--- src/srs_pkg.sv ---
package srs_pkg;

  // ----------------------------------------------------------------
  // Register indices, byte address is four times the index
  // ----------------------------------------------------------------
  localparam logic [15:0] IDX_LOCK    = 16'hF600;
  localparam logic [15:0] IDX_CTRL    = 16'hF601;
  localparam logic [15:0] IDX_DECODE  = 16'hF602;
  localparam logic [15:0] IDX_CODE    = 16'hF603;
  localparam logic [15:0] IDX_RESUME  = 16'hF604;
  localparam logic [15:0] IDX_STICKY  = 16'hF605;
  localparam logic [15:0] IDX_IRQ_ST  = 16'hF610;
  localparam logic [15:0] IDX_IRQ_CLR = 16'hF611;
  localparam logic [15:0] IDX_IRQ_EN  = 16'hF612;

  // ----------------------------------------------------------------
  // Field positions and reset values
  // ----------------------------------------------------------------
  localparam int WL_R_LSB   = 6;
  localparam int WL_L_LSB   = 2;
  localparam int FAMILY_BIT = 1;
  localparam int AUDIO_BIT  = 0;
  localparam int QUICK_BIT  = 3;
  localparam logic [15:0] REG_RST = 16'h0000;
  localparam int IRQ_W      = 3;
  localparam int IRQ_LOCK   = 0;
  localparam int IRQ_LOST   = 1;
  localparam int IRQ_FMT    = 2;

  // ----------------------------------------------------------------
  // Lock thresholds in consecutive valid samples
  // ----------------------------------------------------------------
  localparam logic [6:0] LOCK_NORMAL = 7'h40;
  localparam logic [6:0] LOCK_QUICK  = 7'h08;

  // ----------------------------------------------------------------
  // Detected word length codes
  // ----------------------------------------------------------------
  localparam logic [3:0] WL16 = 4'h2;
  localparam logic [3:0] WL17 = 4'hC;
  localparam logic [3:0] WL18 = 4'h4;
  localparam logic [3:0] WL19 = 4'h8;
  localparam logic [3:0] WL20 = 4'hA;
  localparam logic [3:0] WL20M24 = 4'h3;
  localparam logic [3:0] WL21 = 4'hD;
  localparam logic [3:0] WL22 = 4'h5;
  localparam logic [3:0] WL23 = 4'h9;
  localparam logic [3:0] WL24 = 4'hB;

  localparam logic [1:0] HTRANS_NONSEQ = 2'h2;
  localparam logic [2:0] HSIZE_WORD    = 3'h2;

  typedef struct packed {
    logic        stb;
    logic        ok;
    logic [3:0]  wl_left;
    logic [3:0]  wl_right;
    logic        compressed;
    logic        family;
    logic [15:0] code;
    logic [23:0] left;
    logic [23:0] right;
  } srs_frame_s;

  typedef struct packed {
    logic        stb;
    logic [23:0] left;
    logic [23:0] right;
  } srs_audio_s;

  typedef enum logic [1:0] {
    SL_IDLE = 2'b01,
    SL_READ = 2'b10
  } srs_slv_e;

endpackage

--- src/srs_lock_det.sv ---
`timescale 1ns/100ps
module srs_lock_det (
  input  wire logic sys_clk_in,
  input  wire logic rst_in,
  input  wire logic smp_stb_in,
  input  wire logic smp_ok_in,
  input  wire logic quick_in,
  output logic      locked_out
);

  logic [6:0] run_ff;
  logic [6:0] nxt_run;
  logic [6:0] need;
  logic       nxt_locked;

  // ----------------------------------------------------------------
  // Consecutive valid sample counter
  // ----------------------------------------------------------------
  // One bad sample drops lock at once and restarts the count
  assign need = quick_in ? srs_pkg::LOCK_QUICK : srs_pkg::LOCK_NORMAL;
  assign nxt_run = !smp_stb_in ? run_ff :
                   !smp_ok_in ? 7'h00 :
                   (run_ff == need) ? run_ff : run_ff + 7'h01;
  assign nxt_locked = smp_stb_in ? (smp_ok_in && nxt_run == need) : locked_out;

  always_ff @(posedge sys_clk_in or posedge rst_in) begin
    if (rst_in) begin
      run_ff     <= 7'h00;
      locked_out <= 1'b0;
    end else begin
      run_ff     <= nxt_run;
      locked_out <= nxt_locked;
    end
  end

endmodule

--- src/srs_ahb_slv.sv ---
`timescale 1ns/100ps
module srs_ahb_slv (
  input  wire logic        sys_clk_in,
  input  wire logic        rst_in,
  input  wire logic        hsel_in,
  input  wire logic [31:0] haddr_in,
  input  wire logic [1:0]  htrans_in,
  input  wire logic        hwrite_in,
  input  wire logic [2:0]  hsize_in,
  input  wire logic [31:0] hwdata_in,
  input  wire logic        hready_in,
  input  wire logic [15:0] rdata_in,
  output logic [15:0]      rd_idx_out,
  output logic [15:0]      wr_idx_out,
  output logic             wr_en_out,
  output logic [15:0]      wr_data_out,
  output logic             hreadyout_out,
  output logic [31:0]      hrdata_out
);

  srs_pkg::srs_slv_e state_ff;
  srs_pkg::srs_slv_e nxt_state;
  logic              wr_pend_ff;
  logic [15:0]       idx_ff;
  logic              take;
  logic              mapped;

  // ----------------------------------------------------------------
  // Address phase decode
  // ----------------------------------------------------------------
  assign take = hsel_in && hready_in && htrans_in == srs_pkg::HTRANS_NONSEQ
                && hsize_in == srs_pkg::HSIZE_WORD;
  assign mapped = haddr_in[31:18] == 14'h0000 && haddr_in[1:0] == 2'b00;
  // Reads take one wait state so a write just before is already stored
  assign wr_en_out   = wr_pend_ff;
  assign wr_idx_out  = idx_ff;
  assign wr_data_out = hwdata_in[15:0];
  assign rd_idx_out  = idx_ff;

  always_comb begin
    nxt_state = srs_pkg::SL_IDLE;
    case (state_ff)
      srs_pkg::SL_IDLE: begin
        if (take && !hwrite_in) begin
          nxt_state = srs_pkg::SL_READ;
        end
      end
      default: begin
        nxt_state = srs_pkg::SL_IDLE;
      end
    endcase
  end

  always_ff @(posedge sys_clk_in or posedge rst_in) begin
    if (rst_in) begin
      state_ff      <= srs_pkg::SL_IDLE;
      wr_pend_ff    <= 1'b0;
      idx_ff        <= 16'h0000;
      hreadyout_out <= 1'b1;
      hrdata_out    <= 32'h0000_0000;
    end else begin
      state_ff      <= nxt_state;
      wr_pend_ff    <= take && hwrite_in && mapped;
      hreadyout_out <= !(take && !hwrite_in);
      if (take) begin
        idx_ff <= mapped ? haddr_in[17:2] : 16'h0000;
      end
      if (state_ff == srs_pkg::SL_READ) begin
        hrdata_out <= {16'h0000, rdata_in};
      end
    end
  end

endmodule

--- src/srs_status_top.sv ---
// Register access over AHB-Lite was chosen for this implementation.
`timescale 1ns/100ps
module srs_status_top (
  input  wire logic                sys_clk_in,
  input  wire logic                rst_in,
  input  wire logic                hsel_in,
  input  wire logic [31:0]         haddr_in,
  input  wire logic [1:0]          htrans_in,
  input  wire logic                hwrite_in,
  input  wire logic [2:0]          hsize_in,
  input  wire logic [31:0]         hwdata_in,
  input  wire logic                hready_in,
  input  wire srs_pkg::srs_frame_s frame_in,
  output logic                     hreadyout_out,
  output logic [31:0]              hrdata_out,
  output logic                     hresp_out,
  output srs_pkg::srs_audio_s      audio_out,
  output logic                     mute_out,
  output logic                     irq_out
);

  // ----------------------------------------------------------------
  // Declarations
  // ----------------------------------------------------------------
  localparam int IRQ_W_M1 = srs_pkg::IRQ_W - 1;

  logic [15:0]         rd_idx;
  logic [15:0]         wr_idx;
  logic                wr_en;
  logic [15:0]         wr_data;
  logic [15:0]         rdata;
  logic                locked;
  logic                locked_d_ff;
  logic                lock_rise;
  logic                lock_fall;
  logic                quick_ff;
  logic [2:0]          ctrl_rest_ff;
  logic                resume_ff;
  logic                sticky_ff;
  logic                nxt_sticky;
  logic                halted_ff;
  logic                nxt_halted;
  logic                seen_lock_ff;
  logic [3:0]          wl_l_ff;
  logic [3:0]          wl_r_ff;
  logic                compressed_ff;
  logic                family_ff;
  logic [15:0]         code_ff;
  logic [15:0]         nxt_code;
  logic [3:0]          nxt_wl [2];
  logic                wl_known [2];
  logic [3:0]          wl_raw [2];
  logic                take_fmt;
  logic                fmt_change;
  logic [15:0]         decode_word;
  logic [IRQ_W_M1:0]   irq_st_ff;
  logic [IRQ_W_M1:0]   irq_en_ff;
  logic [IRQ_W_M1:0]   irq_evt;
  logic [IRQ_W_M1:0]   irq_clr;
  logic [IRQ_W_M1:0]   nxt_irq_st;
  logic                wr_ctrl;
  logic                wr_resume;
  logic                wr_irq_clr;
  logic                wr_irq_en;
  logic                play;
  srs_pkg::srs_audio_s nxt_audio;

  // ----------------------------------------------------------------
  // Bus slave
  // ----------------------------------------------------------------
  srs_ahb_slv u_slv (
    .sys_clk_in    (sys_clk_in),
    .rst_in        (rst_in),
    .hsel_in       (hsel_in),
    .haddr_in      (haddr_in),
    .htrans_in     (htrans_in),
    .hwrite_in     (hwrite_in),
    .hsize_in      (hsize_in),
    .hwdata_in     (hwdata_in),
    .hready_in     (hready_in),
    .rdata_in      (rdata),
    .rd_idx_out    (rd_idx),
    .wr_idx_out    (wr_idx),
    .wr_en_out     (wr_en),
    .wr_data_out   (wr_data),
    .hreadyout_out (hreadyout_out),
    .hrdata_out    (hrdata_out)
  );

  // ----------------------------------------------------------------
  // Lock detection
  // ----------------------------------------------------------------
  srs_lock_det u_lock (
    .sys_clk_in (sys_clk_in),
    .rst_in     (rst_in),
    .smp_stb_in (frame_in.stb),
    .smp_ok_in  (frame_in.ok),
    .quick_in   (quick_ff),
    .locked_out (locked)
  );

  assign lock_rise = locked && !locked_d_ff;
  assign lock_fall = !locked && locked_d_ff;

  // ----------------------------------------------------------------
  // Write decode
  // ----------------------------------------------------------------
  // Only the writable registers decode; status indices fall through
  assign wr_ctrl    = wr_en && wr_idx == srs_pkg::IDX_CTRL;
  assign wr_resume  = wr_en && wr_idx == srs_pkg::IDX_RESUME;
  assign wr_irq_clr = wr_en && wr_idx == srs_pkg::IDX_IRQ_CLR;
  assign wr_irq_en  = wr_en && wr_idx == srs_pkg::IDX_IRQ_EN;

  // ----------------------------------------------------------------
  // Mute and restart
  // ----------------------------------------------------------------
  // Halt is raised only by losing a lock that was held, so the very
  // first acquisition after reset plays without software help.
  // A loss in the same cycle as resume=1 still halts: set wins.
  assign nxt_halted = lock_fall ? 1'b1 :
                      resume_ff ? 1'b0 : halted_ff;
  assign nxt_sticky = (lock_fall && seen_lock_ff) ? 1'b1 :
                      resume_ff ? 1'b0 : sticky_ff;
  assign play       = locked && !nxt_halted;

  assign nxt_audio.stb   = play && frame_in.stb;
  assign nxt_audio.left  = play ? frame_in.left : 24'h000000;
  assign nxt_audio.right = play ? frame_in.right : 24'h000000;

  // ----------------------------------------------------------------
  // Stream decode
  // ----------------------------------------------------------------
  // Only good frames under lock update the format fields
  assign take_fmt  = frame_in.stb && frame_in.ok && locked;
  assign wl_raw[0] = frame_in.wl_left;
  assign wl_raw[1] = frame_in.wl_right;

  // Codes outside the set read back as zero, never as garbage
  for (genvar ch = 0; ch < 2; ch++) begin : g_wl
    assign wl_known[ch] = wl_raw[ch] == srs_pkg::WL16 || wl_raw[ch] == srs_pkg::WL17
                          || wl_raw[ch] == srs_pkg::WL18 || wl_raw[ch] == srs_pkg::WL19
                          || wl_raw[ch] == srs_pkg::WL20 || wl_raw[ch] == srs_pkg::WL20M24
                          || wl_raw[ch] == srs_pkg::WL21 || wl_raw[ch] == srs_pkg::WL22
                          || wl_raw[ch] == srs_pkg::WL23 || wl_raw[ch] == srs_pkg::WL24;
    assign nxt_wl[ch] = wl_known[ch] ? wl_raw[ch] : 4'h0;
  end

  assign nxt_code = frame_in.compressed ? frame_in.code : code_ff;
  assign fmt_change = take_fmt && (nxt_wl[0] != wl_l_ff || nxt_wl[1] != wl_r_ff
                                   || frame_in.compressed != compressed_ff
                                   || frame_in.family != family_ff);

  assign decode_word = {6'h00,
                        wl_r_ff,
                        wl_l_ff,
                        family_ff && compressed_ff,
                        compressed_ff};

  // ----------------------------------------------------------------
  // Interrupts
  // ----------------------------------------------------------------
  assign irq_evt[srs_pkg::IRQ_LOCK] = lock_rise;
  assign irq_evt[srs_pkg::IRQ_LOST] = lock_fall;
  assign irq_evt[srs_pkg::IRQ_FMT]  = fmt_change;
  assign irq_clr    = wr_irq_clr ? wr_data[IRQ_W_M1:0] : '0;
  // Set beats clear so an event in the clearing cycle is kept
  assign nxt_irq_st = irq_evt | (irq_st_ff & ~irq_clr);

  // ----------------------------------------------------------------
  // Read mux
  // ----------------------------------------------------------------
  // Unmapped indices and the write-only clear read as zero
  assign rdata = (rd_idx == srs_pkg::IDX_LOCK)   ? {15'h0000, locked} :
                 (rd_idx == srs_pkg::IDX_CTRL)   ? {12'h000, quick_ff, ctrl_rest_ff} :
                 (rd_idx == srs_pkg::IDX_DECODE) ? decode_word :
                 (rd_idx == srs_pkg::IDX_CODE)   ? code_ff :
                 (rd_idx == srs_pkg::IDX_RESUME) ? {15'h0000, resume_ff} :
                 (rd_idx == srs_pkg::IDX_STICKY) ? {15'h0000, sticky_ff} :
                 (rd_idx == srs_pkg::IDX_IRQ_ST) ? {13'h0000, irq_st_ff} :
                 (rd_idx == srs_pkg::IDX_IRQ_EN) ? {13'h0000, irq_en_ff} : 16'h0000;

  // ----------------------------------------------------------------
  // Control registers
  // ----------------------------------------------------------------
  always_ff @(posedge sys_clk_in or posedge rst_in) begin
    if (rst_in) begin
      quick_ff     <= 1'b0;
      ctrl_rest_ff <= 3'h0;
      resume_ff    <= 1'b0;
      irq_en_ff    <= '0;
    end else begin
      if (wr_ctrl) begin
        quick_ff     <= wr_data[srs_pkg::QUICK_BIT];
        ctrl_rest_ff <= wr_data[2:0];
      end
      if (wr_resume) begin
        resume_ff <= wr_data[0];
      end
      if (wr_irq_en) begin
        irq_en_ff <= wr_data[IRQ_W_M1:0];
      end
    end
  end

  // ----------------------------------------------------------------
  // Lock history
  // ----------------------------------------------------------------
  always_ff @(posedge sys_clk_in or posedge rst_in) begin
    if (rst_in) begin
      locked_d_ff  <= 1'b0;
      halted_ff    <= 1'b0;
      sticky_ff    <= 1'b0;
      seen_lock_ff <= 1'b0;
    end else begin
      locked_d_ff  <= locked;
      halted_ff    <= nxt_halted;
      sticky_ff    <= nxt_sticky;
      seen_lock_ff <= seen_lock_ff || lock_rise;
    end
  end

  // ----------------------------------------------------------------
  // Decoded format
  // ----------------------------------------------------------------
  always_ff @(posedge sys_clk_in or posedge rst_in) begin
    if (rst_in) begin
      wl_l_ff       <= 4'h0;
      wl_r_ff       <= 4'h0;
      compressed_ff <= 1'b0;
      family_ff     <= 1'b0;
      code_ff       <= srs_pkg::REG_RST;
    end else if (take_fmt) begin
      wl_l_ff       <= nxt_wl[0];
      wl_r_ff       <= nxt_wl[1];
      compressed_ff <= frame_in.compressed;
      family_ff     <= frame_in.family;
      code_ff       <= nxt_code;
    end
  end

  // ----------------------------------------------------------------
  // Outputs
  // ----------------------------------------------------------------
  always_ff @(posedge sys_clk_in or posedge rst_in) begin
    if (rst_in) begin
      audio_out <= '0;
      mute_out  <= 1'b1;
      irq_st_ff <= '0;
      irq_out   <= 1'b0;
      hresp_out <= 1'b0;
    end else begin
      audio_out <= nxt_audio;
      mute_out  <= !play;
      irq_st_ff <= nxt_irq_st;
      irq_out   <= |(nxt_irq_st & irq_en_ff);
      hresp_out <= 1'b0;
    end
  end

endmodule

--- config.mk ---
export PLATFORM = sky130hd
export DESIGN_NAME = srs_status_top
export DESIGN_NICKNAME = d
export VERILOG_FILES = /design/src/srs_pkg.sv /design/src/srs_lock_det.sv /design/src/srs_ahb_slv.sv /design/src/srs_status_top.sv
export SDC_FILE = /design/constraint.sdc
export NUM_CORES = 1
export LEC_CHECK = 0
export BUFFER_PORTS_ARGS = -buffer_cell sky130_fd_sc_hd__clkbuf_2
export CORE_MARGIN = 2
export CORE_UTILIZATION = 40
export CTS_CLUSTER_SIZE = 16
export DETAILED_ROUTE_END_ITERATION = 10
export GPL_ROUTABILITY_DRIVEN = 0
export PLACE_DENSITY = 0.71
export SLEW_MARGIN = 20
export SYNTH_ARGS = -nofsm -noshare
export SYNTH_HDL_FRONTEND = slang
export SYNTH_SLANG_ARGS = --single-unit
--- constraint.sdc ---
create_clock -name sys_clk_in -period 4.3 [get_ports sys_clk_in]
set_input_delay 0.43 -clock sys_clk_in [delete_from_list [all_inputs] [get_ports sys_clk_in]]
set_output_delay 0.43 -clock sys_clk_in [all_outputs]
set_load 0.1 [all_outputs]
Word level (Yosys, flattened, before mapping)
Cells that the tools add are included.
{ "word_totals": {"register_bits": 136, "in_bits": 150, "out_inout_bits": 85, "word_cells": 148} }
{ "classes": {"add_sub_neg": 1, "n_eq_ne": 39, "mux": 24, "bitwise_logic": 4, "reduce_logical": 54} }
{ "ops": {"columns": ["cell", "n"], "rows": [
  ["== test 16 bit (second input constant)", 9],
  ["2-to-1 mux 16 bit", 5],
  ["== test 4 bit (second input constant)", 12],
  ["2-to-1 mux 24 bit", 2],
  ["2-to-1 mux 7 bit", 4],
  ["logical OR 1 bit", 22],
  ["logical AND 1 bit", 21],
  ["== test 4 x 2 -> 1 bit (second input constant)", 4],
  ["== test 4 x 3 -> 1 bit (second input constant)", 4],
  ["2-to-1 mux 3 bit", 5],
  ["== test 7 bit", 2],
  ["zero test 14 bit", 1],
  ["2-to-1 mux 4 bit", 2],
  ["!= test 4 bit", 2],
  ["adder 7 x 1 -> 7 bit (second input constant)", 1],
  ["AND 3 bit", 2],
  ["zero test 1 bit", 6],
  ["== test 2 bit (second input constant)", 2],
  ["2-to-1 mux 1 bit", 4],
  ["2-to-1 mux 2 bit", 2],
  ["== test 3 x 2 -> 1 bit (second input constant)", 1],
  ["inverter 3 bit", 1],
  ["bitwise OR 3 bit", 1],
  ["OR reduction 3 bit", 1],
  ["5 further kinds", 6]
]} }

Logic depth before layout (Yosys ltp)
{ "depth": {"depth_word": 19, "mapped_depth": 7, "mapped_depth_nobuf": 7} }

Hierarchy
From an unflattened synthesis, not the netlist that was laid out.
{ "unflattened": {"hier_cells": 578, "area_unflattened_um2": 6505.0} }
{ "by_module_without_submodules": {"columns": ["module", "instances", "cells_per_inst", "area_each_um2", "seq_area_each_um2"], "rows": [
  ["srs_status_top", 1, 349, 4012.6, 2303.5],
  ["srs_ahb_slv", 1, 156, 1895.6, 903.4],
  ["srs_lock_det", 1, 73, 596.8, 200.2]
]} }

Worst setup path before layout
Ideal clock, no wire load.
{ "synth_timing": {"path_kind": "reg2reg", "start": "reg u_lock.run_ff[0]", "end": "reg u_lock.locked_out", "t_arrival_ps": 1713, "required_time_ps": 4199, "path_slack_ps": 2486, "stages_incl_launch_ff": 6, "path_buffers": 0, "period_less_slack_ps": 1814, "path_cell_list": "dfrtp_1 -> ha_1 -> nand3_1 -> o41ai_2 -> mux2_2 -> o32ai_1"} }
{ "synth_between": {"elab_chain_len": 6, "elab_cells_between_ends": 7, "classes_between": "1 x add/sub; 2 x eq/ne; 3 x mux; 1 x reduce/logical"} }
{ "synth_lines": {"columns": ["item", "line", "source"], "rows": [
  ["start, declared", "srs_lock_det.sv:11", "logic [6:0] run_ff;"],
  ["start signal, assigned", "srs_lock_det.sv:31", "run_ff <= nxt_run;"],
  ["adder 7 x 1 -> 7 bit / == test 7 bit (equally long branches)", "srs_lock_det.sv:23", "(run_ff == need) ? run_ff : run_ff + 7'h01;"],
  ["2-to-1 mux 7 bit *", "srs_lock_det.sv:23", null],
  ["2-to-1 mux 7 bit *", "srs_lock_det.sv:22", "!smp_ok_in ? 7'h00 :"],
  ["2-to-1 mux 7 bit *", "srs_lock_det.sv:21", "assign nxt_run = !smp_stb_in ? run_ff :"],
  ["named net u_lock.nxt_run[6]", "srs_lock_det.sv:12", "logic [6:0] nxt_run;"],
  ["== test 7 bit *", "srs_lock_det.sv:24", "assign nxt_locked = smp_stb_in ? (smp_ok_in && nxt_run == need) : locked_out;"],
  ["logical AND 1 bit *", "srs_lock_det.sv:24", null],
  ["end signal, assigned", "srs_lock_det.sv:32", "locked_out <= nxt_locked;"],
  ["end, declared", "srs_lock_det.sv:8", "output logic locked_out"]
]} }
The timed path passes the listed nets; every way through them passes the cells marked *.
A chain may end at the register's enable or synchronous reset.

Worst setup path after layout
{ "layout_timing": {"start": "reg u_slv.state_ff[0]", "end": "reg u_slv.hrdata_out[0]"} }
{ "layout_between": {"elab_chain_len": 1} }
{ "layout_lines": {"columns": ["item", "line", "source"], "rows": [
  ["start, declared", "srs_ahb_slv.sv:21", "srs_pkg::srs_slv_e state_ff;"],
  ["start signal, assigned", "srs_ahb_slv.sv:56", "state_ff <= srs_pkg::SL_IDLE;"],
  ["start signal, assigned", "srs_ahb_slv.sv:62", "state_ff <= nxt_state;"],
  ["== test 2 bit", "srs_ahb_slv.sv:68", "if (state_ff == srs_pkg::SL_READ) begin"],
  ["end signal, assigned", "srs_ahb_slv.sv:69", "hrdata_out <= {16'h0000, rdata_in};"],
  ["end, declared", "srs_ahb_slv.sv:18", "output logic [31:0] hrdata_out"]
]} }
Every way passes these cells.

==> flow_metrics.py <==
metrics = {
    "sta": {
        "setup_viol": 0,
        "relSlewSlack_pct": 29.7,
        "fin_hold_ws_ns": 0.196,
        "rsz0062_at_grt": "false",
        "finClkSkew_ns": 0.00562,
        "fmaxAchievable_mhz": 460,
        "tns_ns": 0,
        "fin_crit_ns": 2.17,
        "fin_crit_sh_pct": 50.5,
        "slew_violations": 0,
        "finalHoldViolations": 0,
        "max_slew.worst_pin.slew_ns": 1.05,
    },
    "floorplan": {
        "rows": 44,
        "dieArea_sq_mm": 0.0158,
        "core_sq_mm": 0.0145,
        "initial_utilization_pct": 40.9,
        "die_y_um": 126,
        "dieWidth_um": 126,
        "ios": 235,
    },
    "clock_network": {
        "cts_resized": 0,
        "insertion_delay_ns": 0.42,
        "path_clk_slew_ns": 0.06,
        "postCtsSetupBuffers": 0,
        "cts_made_buffers": 17,
        "cts_root_buf": "clkbuf_16",
        "cts.sinks": 136,
        "postCtsHoldBufs": 0,
        "cts_tree": "built",
        "clock_path_buffers": 2,
        "cts-htree-levels": 4,
    },
    "global_routing": {
        "grt_usage_pct": 19.3,
        "grt_pass1_vias": 4732,
        "grt_max_degree": 102,
        "grt.overflow.total": 0,
        "antenna_found_initial": 0,
        "grt_pass1_wl_mm": 24.1,
    },
    "setup_path": {
        "max_stage_delay_ns": 0.62,
        "path_cells": "nand2b_1 > a31oi_4 > or4b_1 > o21ai_1",
        "r2r_cells": 4,
        "arrival_ns": 2.52,
        "worst-path-max-fanout": 24,
        "startpoint": "u_slv.state_ff[0]",
        "crit_buf_inv": 0,
        "startpoint_type": "register",
        "path_class": "reg2reg",
        "crit_slowest_cell": "nand2b_1",
        "cp-end-kind": "register",
        "crit_family": "simple AND/OR/NAND/NOR gates",
        "crit-reg2reg-launch": "u_slv.state_ff[0]",
        "worstPathRequired_ns": 4.65,
        "path_depth": 4,
    },
    "placement": {
        "dp_cells": 874,
        "place_area_sq_mm": 0.00697,
        "port_buffers": 189,
        "dp_hpwl_mm": 10.8,
    },
    "synthesis": {
        "synth_flop_cell": "dfrtp_1",
        "synth.area.top_cells": "dfrtp_1, mux2_2, and3_1, nand2_1, a22o_1",
        "synth-edff-count": 0,
        "ys_types": 67,
        "avgSynthCellArea_sq_um": 11.4,
        "synth_top_area_share_pct": 56.2,
        "async_flop_share_pct": 100,
        "ys_seq_area_share_pct": 57.5,
        "synth_seq_cells": 136,
        "yosysTopAreaCell": "dfrtp_1",
        "ys.warnings.count": 0,
        "syn_area_sq_mm": 0.00592,
        "synthCells": 521,
    },
    "finish": {
        "fin_cells": 906,
        "fin_area_sq_mm": 0.00761,
        "final_util_pct": 52.6,
        "drive_gt1_share_pct": 38.1,
        "layout_common_cells": "clkbuf_2, dfrtp_1, nand2_1",
        "fin_nets": 861,
        "multi_input_area_sq_mm": 0.00229,
        "seqCellArea_sq_mm": 0.00341,
        "layout_commonest_cell": "clkbuf_2",
        "n_fill_cell": 1285,
        "synthToLayoutAreaGrowth_pct": 28.6,
        "antenna_cells": 0,
    },
    "route": {
        "via_count": 4741,
        "antenna_left": 0,
        "first_iter_violations": 291,
        "firstDrtPassIters": 4,
        "route.detailed.drc": 0,
        "viasPerCell": 5.23,
        "totalWireLength_mm": 14.9,
        "routedWlPerCell_um": 16.4,
    },
    "power": {
        "irDropWorstVdd_mv": 0.281,
        "p_per_area_mw_per_mm2": 412,
        "power.leakage_nw": 3.99,
    },
    "hold_path": {
        "hold_class": "in2async",
    },
    "outcome": {
        "outcome": "completed",
    },
    "run": {
        "drv_cap": 0,
    },
}
==> synth_stat cells, types with 2 or more instances <==
library cell and n:
or2_2 5, inv_1 17, nand4b_1 2, a32oi_1 2, o21ai_0 29, ha_1 2, nand3_1 11, and2_1 4
a211oi_1 2, xnor2_1 2, nor3_1 13, or3_1 3, buf_2 5, xor2_1 4, a2111oi_0 2, clkbuf_1 17
nor2b_1 5, dfstp_2 3, nor2_1 10, mux2_2 29, a22oi_1 8, or4b_1 2, nor4_1 7, a22o_1 22
nand2b_1 10, nand3b_1 2, dfrtp_1 133, and3_1 50, and4_1 2, nor3b_1 3, o21ai_1 3, nand2_1 54
buf_4 18, nand4_1 5, a221o_1 2, o31ai_1 2
==> state kept, by name, indices dropped and copies added, names as in the netlist, 3 cells and up <==
signal	cells
audio_out	49
code_ff	16
ctrl_rest_ff	3
irq_en_ff	3
irq_st_ff	3
u_lock.run_ff	7
u_slv.hrdata_out	16
u_slv.rd_idx_out	16
wl_l_ff	4
wl_r_ff	4
==> through the flow <==
step           worst slack (ns)  total power [mW]
2_1_floorplan             0.236              1.51
3_3_place_gp               1.88              1.58
3_5_place_dp               1.79              1.58
4_1_cts                    2.09              3.17
5_1_grt                    1.92              3.26
6_report                   2.13              3.14
==> path summary, 6_finish.rpt <==
path	slack [ns]	endpoint
setup / recovery	2.13	u_slv.hrdata_out[0]
hold / removal	0.20	audio_out[7]
setup reg to reg	2.13	u_slv.hrdata_out[0]
hold reg to reg	0.44	u_slv.state_ff[1]
max in group asynchronous	3.06	code_ff[8]
min in group sys_clk_in	0.23	u_slv.rd_idx_out[12]
==> where the power goes <==
group / switching, mW / internal (mW)
clock: 0.536 / 1.04
combinational: 0.150 / 0.0807
sequential: 0.0228 / 1.31
==> final cells by class <==
class / count / area share [%]
clock buffers: 19 / 5.82
clock inverters: 13 / 2.65
inverters: 17 / 0.904
multi-input cells: 344 / 30.0
flip-flops and latches: 136 / 44.8
well taps: 184 / 3.02
repair buffers: 193 / 12.8
==> kinds of logic (layout without fill, tap and decap cells) <==
| group | Yosys count | after routing | share of synthesized area (%) |
|---|---|---|---|
| and+or+nand+nor | 200 | 200 | 19.4 |
| xor gates and xnor gates | 6 | 6 | 0.888 |
| other | 1 | 17 | 0.0633 |
| adders and majority gates | 2 | 2 | 0.423 |
| buffers and inverters | 57 | 242 | 4.86 |
| DFF | 136 | 136 | 57.5 |
| muxes | 30 | 30 | 5.68 |
| AOI/OAI and AO/OA | 89 | 89 | 11.2 |
==> metal layers <==
metal / wire [um] / vias to the layer above / part of all wire, % / track usage, %
met5: 0 / - / 0 / 0
met3: 929 / 19 / 6.2 / 4.89
met2: 7430 / 170 / 50 / 32.0
met1: 6270 / 2336 / 42 / 24.2
li1: - / 2216 / - / -
met4: 265 / 0 / 1.8 / 7.84
(Power assumes the default switching activity.)
